## src/power_mode_pkg.sv

```systemverilog
package power_mode_pkg;

  // ----------------------------------------------------------------
  // clock sources, modes and switch phases
  // ----------------------------------------------------------------
  typedef enum logic [1:0] {SRC_PRIMARY, SRC_SECONDARY, SRC_INTERNAL} clk_src_t;
  typedef enum logic [1:0] {PM_RUN, PM_IDLE, PM_SLEEP} power_state_t;
  typedef enum logic [1:0] {SW_STABLE, SW_WAIT_READY, SW_OLD_PHASE, SW_NEW_PHASE} switch_state_t;

  // ----------------------------------------------------------------
  // select field encodings
  // ----------------------------------------------------------------
  localparam logic [1:0] SEL_PRIMARY      = 2'h0;
  localparam logic [1:0] SEL_SECONDARY    = 2'h1;
  localparam int         SEL_INTERNAL_BIT = 1;

  // ----------------------------------------------------------------
  // status bit positions in the two control register images
  // ----------------------------------------------------------------
  localparam int OSC_HALT_SELECT_BIT     = 7;
  localparam int OSC_PRIMARY_FLAG_BIT    = 3;
  localparam int OSC_FAST_FLAG_BIT       = 2;
  localparam int OSC_SELECT_LSB          = 0;
  localparam int TMR1_SECONDARY_FLAG_BIT = 6;
  localparam int STATUS_WIDTH            = 8;

  // ----------------------------------------------------------------
  // timing counts in source cycles, plus source count and clock figures
  // ----------------------------------------------------------------
  localparam int         STARTUP_CYCLES    = 1024;
  localparam logic [1:0] OLD_SRC_CYCLES    = 2'h2;
  localparam logic [1:0] NEW_SRC_CYCLES    = 2'h3;
  localparam int         NUM_SOURCES       = 3;
  localparam int         CLK_PERIOD_NS     = 25;
  localparam int         FAST_INTERNAL_MHZ = 8;

endpackage

```

## src/power_mode_clock_selector.sv

```systemverilog
// Overview of operation
// - halt with halt select 0 enters Sleep; all clocks and gates off
// - source select 00 primary, 01 secondary, 1x internal block
// - halt with halt select 1 enters Idle; cpu stops, peripherals run
// - writing the source select starts a switch at once, no halt needed
// - a switch takes two old-source cycles plus three new ones
// - halt select is sampled at each halt to pick Sleep or Idle
// - each later halt uses the halt select value current at that time
// - primary active flag, bit 3, set while primary clocks the device
// - fast internal flag, bit 2, set while stable 8 MHz internal output clocks the device
// - secondary active flag, bit 6, set while secondary clocks the device
// - all flags clear in internal mode on slow internal clock or unstable fast oscillator
// - only internal-as-primary lets primary and fast flags both be set
// - moving to internal mode clears primary flag when internal is primary
// - reset leaves primary run with primary flag set, unless two-speed start
// - selecting 01 moves to secondary, stops primary, swaps the flags
// - selecting 01 with secondary disabled is refused; clock unchanged
// - peripheral clocks held off until a selected secondary oscillates
// - return to primary keeps secondary clock until primary ready
// - crystal primary waits 1024 oscillator cycles before being ready
// - reset clears halt select so a bare halt means Sleep
module power_mode_clock_selector
  import power_mode_pkg::*;
#(
  parameter int STARTUP_COUNT = STARTUP_CYCLES
)
(
  input  wire logic                    clk,                  // 40 MHz system clock
  input  wire logic                    rst_b,                // async reset, active low
  input  wire logic                    primaryOsc,           // primary oscillator level
  input  wire logic                    secondaryOsc,         // secondary oscillator level
  input  wire logic                    internalOsc,          // internal block output level
  input  wire logic                    primaryIsCrystal,     // primary config is a crystal
  input  wire logic                    primaryIsInternal,    // primary config is internal
  input  wire logic                    twoSpeedStartup,      // two-speed start-up enable
  input  wire logic                    secondaryOscEnable,   // secondary oscillator enable
  input  wire logic                    secondaryOscRunning,  // secondary is oscillating
  input  wire logic                    fastInternalStable,   // fast internal output stable
  input  wire logic [2:0]              internalFreqSelect,   // 0 means slow internal osc
  input  wire logic                    haltExec,             // halt instruction pulse
  input  wire logic                    wakeEvent,            // wake pulse
  input  wire logic                    haltSelectWr,         // halt select write strobe
  input  wire logic                    haltSelectIn,         // halt select write data
  input  wire logic                    sourceSelectWr,       // source select write strobe
  input  wire logic [1:0]              sourceSelectIn,       // source select write data
  output logic                         deviceClk,            // gated device clock
  output logic                         cpuClk,               // cpu clock
  output logic                         periphClk,            // peripheral clock
  output logic                         primaryOscOn,         // primary oscillator enable
  output logic                         switchBusy,           // source switch in progress
  output logic [STATUS_WIDTH-1:0]      oscCtrlStatus,        // oscillator control image
  output logic [STATUS_WIDTH-1:0]      timerOneStatus        // timer-1 control image
);

  // ----------------------------------------------------------------
  // parameter check
  // ----------------------------------------------------------------
  if (STARTUP_COUNT < 1 || STARTUP_COUNT > 65536)
  begin : g_bad_startup
    $error("STARTUP_COUNT must lie in 1..65536");
  end

  // ----------------------------------------------------------------
  // decoding
  // ----------------------------------------------------------------
  function automatic clk_src_t decodeSource(input logic [1:0] sel);
    if (sel[SEL_INTERNAL_BIT])
      return SRC_INTERNAL;
    else if (sel == SEL_SECONDARY)
      return SRC_SECONDARY;
    else
      return SRC_PRIMARY;
  endfunction

  logic                   cpuHaltSelect;
  logic [1:0]             clockSourceSelect;
  power_state_t           powerState;
  clk_src_t               curSrc;
  clk_src_t               pendSrc;
  switch_state_t          swState;
  logic [1:0]             swCount;
  logic [15:0]            startupCount;
  logic                   primaryReady;
  logic                   startupDone;
  logic                   devGate;
  logic                   cpuGate;
  logic                   periphGate;
  logic                   primaryClockActiveFlag;
  logic                   fastInternalStableFlag;
  logic                   secondaryClockActiveFlag;
  logic [NUM_SOURCES-1:0] oscLevel;
  logic [NUM_SOURCES-1:0] oscRise;
  logic [NUM_SOURCES-1:0] oscFall;

  assign oscLevel = {internalOsc, secondaryOsc, primaryOsc};

  for (genvar i = 0; i < NUM_SOURCES; i++)
  begin : g_edge
    osc_edge_detect u_edge
    (
      .clk      (clk),
      .rst_b    (rst_b),
      .oscLevel (oscLevel[i]),
      .rise     (oscRise[i]),
      .fall     (oscFall[i])
    );
  end

  wire clk_src_t reqSrc      = decodeSource(clockSourceSelect);
  wire clk_src_t wrSrc       = decodeSource(sourceSelectIn);
  wire           asleep      = (powerState == PM_SLEEP);
  wire           selRefused  = (wrSrc == SRC_SECONDARY) && !secondaryOscEnable;
  wire           reqReady    = (reqSrc == SRC_PRIMARY)   ? primaryReady :
                               (reqSrc == SRC_SECONDARY) ? secondaryOscRunning : 1'b1;
  wire           curReady    = (curSrc == SRC_PRIMARY)   ? primaryReady :
                               (curSrc == SRC_SECONDARY) ? secondaryOscRunning : 1'b1;
  wire           curLevel    = oscLevel[curSrc];
  wire           curFall     = oscFall[curSrc];
  wire           pendFall    = oscFall[pendSrc];
  wire           secHold     = (swState == SW_WAIT_READY) && (reqSrc == SRC_SECONDARY)
                               && !secondaryOscRunning;
  // gates skip the start-up edge, where the source may still change; old source runs to its last fall
  wire           follow      = startupDone && !asleep && curReady && (swState != SW_NEW_PHASE);
  wire           intFast     = (internalFreqSelect != 3'h0) && fastInternalStable;
  wire           primDrives  = !asleep && (curSrc == SRC_PRIMARY) && primaryReady;
  wire           secDrives   = !asleep && (curSrc == SRC_SECONDARY);
  wire           fastDrives  = !asleep && intFast &&
                               ((curSrc == SRC_INTERNAL) ||
                                ((curSrc == SRC_PRIMARY) && primaryIsInternal));
  wire           startupLast = (startupCount == 16'(STARTUP_COUNT - 1));

  assign primaryOscOn = !asleep && ((curSrc == SRC_PRIMARY) || (reqSrc == SRC_PRIMARY));
  assign switchBusy   = (swState != SW_STABLE);

  // ----------------------------------------------------------------
  // software-visible control bits
  // ----------------------------------------------------------------
  always_ff @(posedge clk or negedge rst_b)
  begin
    if (!rst_b)
    begin
      cpuHaltSelect     <= 1'b0;
      clockSourceSelect <= SEL_PRIMARY;
    end
    else
    begin
      if (haltSelectWr)
        cpuHaltSelect <= haltSelectIn;
      if (sourceSelectWr && !selRefused)
        clockSourceSelect <= sourceSelectIn;
    end
  end

  // ----------------------------------------------------------------
  // power mode: halt and wake
  // ----------------------------------------------------------------
  always_ff @(posedge clk or negedge rst_b)
  begin
    if (!rst_b)
      powerState <= PM_RUN;
    else if (powerState == PM_RUN && haltExec)
      powerState <= cpuHaltSelect ? PM_IDLE : PM_SLEEP;
    else if (powerState != PM_RUN && wakeEvent)
      powerState <= PM_RUN;
  end

  // ----------------------------------------------------------------
  // primary start-up timer
  // ----------------------------------------------------------------
  always_ff @(posedge clk or negedge rst_b)
  begin
    if (!rst_b)
    begin
      primaryReady <= 1'b1;
      startupCount <= 16'h0000;
      startupDone  <= 1'b0;
    end
    else
    begin
      startupDone <= 1'b1;
      if (!startupDone && twoSpeedStartup)
      begin
        primaryReady <= 1'b0;
        startupCount <= 16'h0000;
      end
      else if (!primaryOscOn)
      begin
        primaryReady <= 1'b0;
        startupCount <= 16'h0000;
      end
      else if (!primaryReady && oscRise[SRC_PRIMARY])
      begin
        // non-crystal sources are usable at their first edge
        if (!primaryIsCrystal || startupLast)
          primaryReady <= 1'b1;
        else
          startupCount <= startupCount + 16'h0001;
      end
    end
  end

  // ----------------------------------------------------------------
  // source switch sequencer
  // ----------------------------------------------------------------
  always_ff @(posedge clk or negedge rst_b)
  begin
    if (!rst_b)
    begin
      curSrc  <= SRC_PRIMARY;
      pendSrc <= SRC_PRIMARY;
      swState <= SW_STABLE;
      swCount <= 2'h0;
    end
    else if (!startupDone && twoSpeedStartup)
    begin
      // run from the internal block while the primary starts
      curSrc  <= SRC_INTERNAL;
      swState <= SW_STABLE;
    end
    else if (asleep)
    begin
      swState <= SW_STABLE;
      swCount <= 2'h0;
    end
    else
    begin
      case (swState)
        SW_STABLE:
          if (reqSrc != curSrc)
            swState <= SW_WAIT_READY;
        SW_WAIT_READY:
          if (reqSrc == curSrc)
            swState <= SW_STABLE;
          else if (reqReady)
          begin
            pendSrc <= reqSrc;
            swCount <= 2'h0;
            swState <= SW_OLD_PHASE;
          end
        SW_OLD_PHASE:
          if (curFall)
          begin
            if (swCount == OLD_SRC_CYCLES - 2'h1)
            begin
              swCount <= 2'h0;
              swState <= SW_NEW_PHASE;
            end
            else
              swCount <= swCount + 2'h1;
          end
        SW_NEW_PHASE:
          if (pendFall)
          begin
            if (swCount == NEW_SRC_CYCLES - 2'h1)
            begin
              curSrc  <= pendSrc;
              swCount <= 2'h0;
              swState <= SW_STABLE;
            end
            else
              swCount <= swCount + 2'h1;
          end
        default:
          swState <= SW_STABLE;
      endcase
    end
  end

  // ----------------------------------------------------------------
  // glitch-free gating
  // ----------------------------------------------------------------
  // gates only change while the selected source is low, so no phase is cut
  wire next_devGate    = curLevel ? devGate : follow;
  wire next_periphGate = curLevel ? periphGate : (follow && !secHold);
  wire next_cpuGate    = curLevel ? cpuGate : (follow && !secHold && powerState == PM_RUN);

  always_ff @(posedge clk or negedge rst_b)
  begin
    if (!rst_b)
    begin
      devGate    <= 1'b0;
      periphGate <= 1'b0;
      cpuGate    <= 1'b0;
      deviceClk  <= 1'b0;
      periphClk  <= 1'b0;
      cpuClk     <= 1'b0;
    end
    else
    begin
      devGate    <= next_devGate;
      periphGate <= next_periphGate;
      cpuGate    <= next_cpuGate;
      deviceClk  <= devGate && curLevel;
      periphClk  <= periphGate && curLevel;
      cpuClk     <= cpuGate && curLevel;
    end
  end

  // ----------------------------------------------------------------
  // clock status flags
  // ----------------------------------------------------------------
  always_ff @(posedge clk or negedge rst_b)
  begin
    if (!rst_b)
    begin
      primaryClockActiveFlag   <= 1'b1;
      fastInternalStableFlag   <= 1'b0;
      secondaryClockActiveFlag <= 1'b0;
    end
    else
    begin
      primaryClockActiveFlag   <= primDrives;
      fastInternalStableFlag   <= fastDrives;
      secondaryClockActiveFlag <= secDrives;
    end
  end

  always_comb
  begin
    oscCtrlStatus = '0;
    oscCtrlStatus[OSC_HALT_SELECT_BIT]               = cpuHaltSelect;
    oscCtrlStatus[OSC_PRIMARY_FLAG_BIT]              = primaryClockActiveFlag;
    oscCtrlStatus[OSC_FAST_FLAG_BIT]                 = fastInternalStableFlag;
    oscCtrlStatus[OSC_SELECT_LSB +: 2]               = clockSourceSelect;
    timerOneStatus                                   = '0;
    timerOneStatus[TMR1_SECONDARY_FLAG_BIT]          = secondaryClockActiveFlag;
  end
endmodule // power_mode_clock_selector

```

## src/osc_edge_detect.sv

```systemverilog
module osc_edge_detect
(
  input  wire logic clk,       // system clock
  input  wire logic rst_b,     // async reset, active low
  input  wire logic oscLevel,  // sampled oscillator level
  output logic      rise,      // one-cycle pulse on a low-to-high step
  output logic      fall       // one-cycle pulse on a high-to-low step
);

  logic prevLevel;

  always_ff @(posedge clk or negedge rst_b)
  begin
    if (!rst_b)
    begin
      prevLevel <= 1'b0;
    end
    else
    begin
      prevLevel <= oscLevel;
    end
  end

  assign rise = oscLevel & ~prevLevel;
  assign fall = ~oscLevel & prevLevel;

endmodule // osc_edge_detect

```

## config.mk

```make
export PLATFORM = sky130hd
export DESIGN_NAME = power_mode_clock_selector
export DESIGN_NICKNAME = d
export VERILOG_FILES = /design/src/power_mode_pkg.sv /design/src/power_mode_clock_selector.sv /design/src/osc_edge_detect.sv
export SDC_FILE = /design/constraint.sdc
export NUM_CORES = 1
export LEC_CHECK = 0
export BUFFER_PORTS_ARGS = -buffer_cell sky130_fd_sc_hd__buf_2
export CAP_MARGIN = 30
export CORE_MARGIN = 10
export CORE_UTILIZATION = 30
export CTS_CLUSTER_DIAMETER = 120
export CTS_CLUSTER_SIZE = 24
export DETAILED_ROUTE_END_ITERATION = 10
export HOLD_SLACK_MARGIN = 0.12
export PLACE_DENSITY = 0.5
export SYNTH_ARGS = -nofsm -noshare
export SYNTH_HDL_FRONTEND = slang
export SYNTH_SLANG_ARGS = --single-unit
```

## constraint.sdc

```tcl
create_clock -name clk -period 2.28 [get_ports clk]
set_clock_uncertainty 0.1 [all_clocks]
set_input_delay 0.114 -clock clk [delete_from_list [all_inputs] [get_ports clk]]
set_output_delay 0.114 -clock clk [all_outputs]
set_load 0.005 [all_outputs]
```

# --- Word level (Yosys, flattened, before mapping) ---
# Index checks and enable logic that the tools add are counted.
word_totals:
  out_inout_bits: 21
  ff_bits: 43
  elab_cells: 168
classes:
  mux: 48
  n_eq_ne: 30
  n_reduce_logical: 53
  order_cmp: 2
  addsub: 2
  bitwise_logic: 11
op_table:
  columns: ["operator", "count"]
  rows:
  - ["$mux W16", 4]
  - ["$mux W2", 26]
  - ["$logic_and A1 B1 Y1", 24]
  - ["$ne A4 B4 Y1 const B", 5]
  - ["$add A16 B1 Y16 const B", 1]
  - ["$eq A16 B10 Y1 const B", 1]
  - ["$eq A2 B1 Y1 const B", 7]
  - ["$mux W1", 13]
  - ["$ne A3 B3 Y1 const B", 4]
  - ["$reduce_and A6 Y1", 2]
  - ["$reduce_bool A2 Y1", 6]
  - ["$eq A2 B2 Y1 const B", 5]
  - ["$logic_not A1 Y1", 8]
  - ["$logic_not A2 Y1", 4]
  - ["$pmux W2 S4", 1]
  - ["$not A1 Y1", 7]
  - ["$bmux W1 S2", 3]
  - ["$lt A2 B3 Y1 const B", 2]
  - ["$ne A3 B1 Y1 const B", 2]
  - ["$pmux W2 S3", 1]
  - ["$ne A5 B3 Y1 const B", 1]
  - ["$reduce_and A5 Y1", 1]
  - ["$and A1 B1 Y1", 4]
  - ["$reduce_and A2 Y1", 2]
  - ["other kinds (10)", 12]

# --- Depth between registers and ports, before layout ---
depth:
  ltp_word: 11
  mapped_depth: 7

# --- By module ---
# From an unflattened synthesis, not the netlist that was laid out.
hier_totals:
  hier_cells: 236
  hier_area_um2: 2342.2
by_module_without_submodules:
  columns: ["module", "area_per_inst_um2", "cells_per_inst", "n_inst"]
  rows:
  - ["power_mode_clock_selector", 2222.1, 227, 1]
  - ["osc_edge_detect", 40.0, 3, 3]

# --- Worst setup path before layout ---
# Ideal clock, no wire load.
synth_timing:
  path_type: "register to register"
  startpoint: "register curSrc[1]"
  endpoint: "register swCount[0]"
  setup_time_ns: 0.125
  stages_incl_launch_ff: 7
  slack_ns: 0.565
  synth_period_minus_slack_ns: 1.715
  arrival_ns: 1.490
  required_time_ns: 2.055
  path_cell_list: "dfrtp_1 > buf_2 > and3b_1 > a21oi_1 > a41oi_1 > nor3_1 > mux2_4"
synth_between:
  elab_chain_len: 4
  word_cells_on_any_way: 6
  classes_between: "3 x eq/ne; 2 x mux; 1 x reduce/logical"
synth_rtl:
  columns: ["element", "line_no", "source"]
  rows:
  - ["start, declared", "power_mode_clock_selector.sv:78", "clk_src_t curSrc;"]
  - ["start signal, assigned", "power_mode_clock_selector.sv:256", "curSrc <= pendSrc;"]
  - ["$bmux W1 S2", "power_mode_clock_selector.sv:118", "wire curFall = oscFall[curSrc];"]
  - ["$mux W1 (implied by the code)", "power_mode_clock_selector.sv:118", null]
  - ["$ne A3 B3 Y1 (no source line)", null, null]
  - ["$reduce_and A6 Y1 (no source line) (*)", null, null]
  - ["end signal, assigned", "power_mode_clock_selector.sv:249", "swCount <= swCount + 2'h1;"]
  - ["end signal, assigned", "power_mode_clock_selector.sv:261", "swCount <= swCount + 2'h1;"]
  - ["end, declared", "power_mode_clock_selector.sv:81", "logic [1:0] swCount;"]
# Mark *: on every way between the ends. The rest lies on a longest branch, timed or not. The select of a mux whose other input is x is not followed.
# A chain may end at the register's enable or synchronous reset.

# --- Worst setup path in the final report ---
layout_timing:
  startpoint: "register curSrc[1]"
  endpoint: "register fastInternalStableFlag"
layout_between:
  elab_chain_len: 4
  word_cells_on_any_way: 5
  classes_between: "1 x eq/ne; 4 x reduce/logical"
layout_rtl:
  columns: ["element", "line_no", "source"]
  rows:
  - ["$logic_not A2 Y1", "power_mode_clock_selector.sv:129", "((curSrc == SRC_PRIMARY) && primaryIsInternal));"]
  - ["$logic_and A1 B1 Y1", "power_mode_clock_selector.sv:129", null]
  - ["$logic_or A1 B1 Y1 (*)", "power_mode_clock_selector.sv:128", "((curSrc == SRC_INTERNAL) ||"]
  - ["$logic_and A1 B1 Y1 (*)", "power_mode_clock_selector.sv:127", "wire fastDrives = !asleep && intFast &&"]
  - ["net fastDrives", "power_mode_clock_selector.sv:127", null]
  - ["end signal, assigned", "power_mode_clock_selector.sv:313", "fastInternalStableFlag <= fastDrives;"]
  - ["end, declared", "power_mode_clock_selector.sv:89", "logic fastInternalStableFlag;"]
# Mark *: on every way through the listed nets, which the timed path passes. The rest lies on a longest branch.

==> flow_summary.toml <==
[outcome]
status = "complete, no violations"

[yosys]
synth_adder_area_share = 0.005139
synth-compound-area-share = 0.1444
synth_top_family_by_area = "simple AND/OR/NAND/NOR gates"
synth.avg_cell_area_sq_um = 10.06
yosys-top-cells-count = "dfrtp_1 (41), nor2_1 (26), buf_4 (15)"
synthArstFlopShare = 1.000
synth_area_sq_mm = 0.002435
synth_most_common_cell = "dfrtp_1"
netlist.area_leader.share = 0.4214
synthSimpleGateAreaFrac = 0.2174
synth_cells = 242
ys_types = 61
ys.flop_type = "dfrtp_1"
muxShareOfSynthArea = 0.04471
yosysSeqAreaShare = 0.4430
synth-xor-area-share = 0.05036
yosys-top-cells-area = "dfrtp_1 (42%), buf_4 (4.6%), nor2_1 (4.0%), a211oi_2 (2.6%), xnor2_1 (2.5%)"
yosys_warnings = 0
synth_edf_count = 0
yosys.area.top_type = "dfrtp_1"
ys_ff_latch = 43

[power_and_ir_drop]
p_per_area_mw_per_mm2 = 657.0
ir_worst_vdd_mv = 0.2353
p_total_mw = 1.889
p_leak_nw = 1.271

[clocking]
cts_sinks = 43
worstSkewPairLatency_ps = 300
cts_root_buffer = "clkbuf_8"
clk_path_buf_depth = 2
cts_buffers = 5
clk_pin_slew_ps = 90
postCtsResizedCells = 0
tritoncts = "done"
h-tree-depth = 2

[global_routing]
antenna_found_initial = 0
grt_pass1_wl_microns = 9425
grt_max_degree = 28
gr-total-overflow = 0
track_usage = 0.09749
grt_pass1_vias = 1955

[worst_hold_path]
min_path_type = "in -> async"

[routing]
via_per_inst = 4.793
ant_nets = 0
drt-total-wl_microns = 5656
drt_iter0_markers = 103
drtPass1Iterations = 4
drcViolationCount = 0
routedWlPerCell_microns = 14.43
vias = 1879

[setup_path]
cp-start-kind = "flop"
ff2ff_path_depth = 4
cp-end-kind = "flop"
r2r_end = "fastInternalStableFlag$_DFF_PN0_"
cp-startpoint = "curSrc[1]$_DFFE_PN0P_"
worstSetupEndpoint = "fastInternalStableFlag$_DFF_PN0_"
worstPathMaxFanout = 9
crit_type = "reg -> reg"
r2r_slack_ps = 70
reg2reg_from = "curSrc[1]$_DFFE_PN0P_"
arrival_ps = 2350
worstPathRequired_ps = 2430

[timing]
rsz0062_at_grt = "no"
min_period_ps = 2205
worst_hold_slack_ps = 151.5
hold_violations = 0
drv_slew = 0
setup_viol = 0
finalCritPeriodShare = 0.9672
setup-tns-final_ps = 0
fmax_mhz = 453.5

[cells_and_area]
utilization = 0.3683
diodes = 0
seqCellArea_sq_mm = 0.001079
nNetsFinal = 311
drive_gt1_frac = 0.2172
area_growth_pct = 18.09
fin_cells = 392
filler_cell_count = 808
multi_input_area_sq_mm = 0.001166

[placed_design]
port_buffers = 31
dp.cells = 366
dp.final_hpwl_microns = 4108
gp_congestion = 0.8286

[floorplan]
num_rows = 32
dieArea_sq_mm = 0.01212
pin_count = 42
die_h_microns = 110.1
die_width_microns = 110.1
start_util = 0.3119
core_sq_mm = 0.007807

[flow_run]
drv_cap = 0
state kept, by name (all words and copies together) (netlist names), 2 cells and up:
| name | count |
|---|---|
| g_edge.u_edge.prevLevel | 3 |
| swCount | 2 |
| pendSrc | 2 |
| powerState | 2 |
| clockSourceSelect | 2 |
| curSrc | 2 |
| swState | 2 |
| startupCount | 16 |
stage by stage:
stage                     setup WS (ps)  cell area (sq um)
final                             74.86               2875
after CTS                         131.8               2875
after floorplan                   565.1               2469
after detailed placement          340.2               2606
after global placement            371.3               2606
after global routing              12.96               2875
cell usage in the layout (no fill, tap or decap), types with 3 or more instances in the layout:
cell type,count
a211oi_1,4
a211oi_2,5
and2_1,3
and3_1,5
buf_2,31
buf_4,5
clkbuf_8,5
conb_1,11
dfrtp_1,41
dlygate4sd3_1,18
inv_1,11
mux2i_1,6
nand2_1,13
nand2b_1,8
nand3_1,7
nand4_1,4
nor2_1,26
nor2b_1,5
nor3_1,6
o21ai_0,6
o21ai_1,5
xnor2_1,7
xor2_1,7
power by group:
group	switching (mW)	leakage (nW)	internal, mW
Clock	0.286	0.0402	0.214
Combinational	0.228	0.673	0.218
Sequential	0.103	0.558	0.841
Total	0.616	1.27	1.27
cells by family (layout without fill, tap and decap cells):
logic type	Yosys count	count (layout)
buf+inv	34	73
fa+ha+maj	1	1
simple gates	95	95
flops	43	43
xor+xnor	14	14
compound gates	43	43
other cells	2	11
mux	10	10
repair_timing:
action	CTS	global route
hold buffers	18	0
setup endpoints to repair	0	0
hold endpoints to repair	55	0
setup buffers	0	0
worst max-delay path, stage by stage, from the launching register on:
cell and delay (ps):
dfrtp_1 510, o21ai_0 140, dlygate4sd3_1 580, nor4_1 240, dlygate4sd3_1 590
worst min-delay path by stage:
stage / end / slack (ps) / cells after the start
finish: clockSourceSelect[0]$_DFFE_PN0P_ / 150 / 2
global route: clockSourceSelect[0]$_DFFE_PN0P_ / 200 / 2
CTS: clockSourceSelect[0]$_DFFE_PN0P_ / 160 / 2
detailed placement: startupCount[6]$_DFFE_PN0P_ / -40 / 1
global placement: startupCount[6]$_DFFE_PN0P_ / -40 / 1
floorplan: clockSourceSelect[0]$_DFFE_PN0P_ / -280 / 0
routing by layer:
layer	wire length, microns	track usage
met1	2662	0.1255
met2	2504	0.1478
met3	407	0.03250
met4	82	0.03853
met5	0	0
final cells by class:
| type | instances | area share |
|---|---|---|
| timing repair buffer | 54 | 0.1297 |
| multi-input combinational | 174 | 0.4056 |
| sequential | 43 | 0.3751 |
| tap | 102 | 0.04439 |
| clock inverter | 3 | 0.006963 |
| inverter | 11 | 0.01436 |
| clock buffer | 5 | 0.02393 |
(Power assumes the default switching activity.)
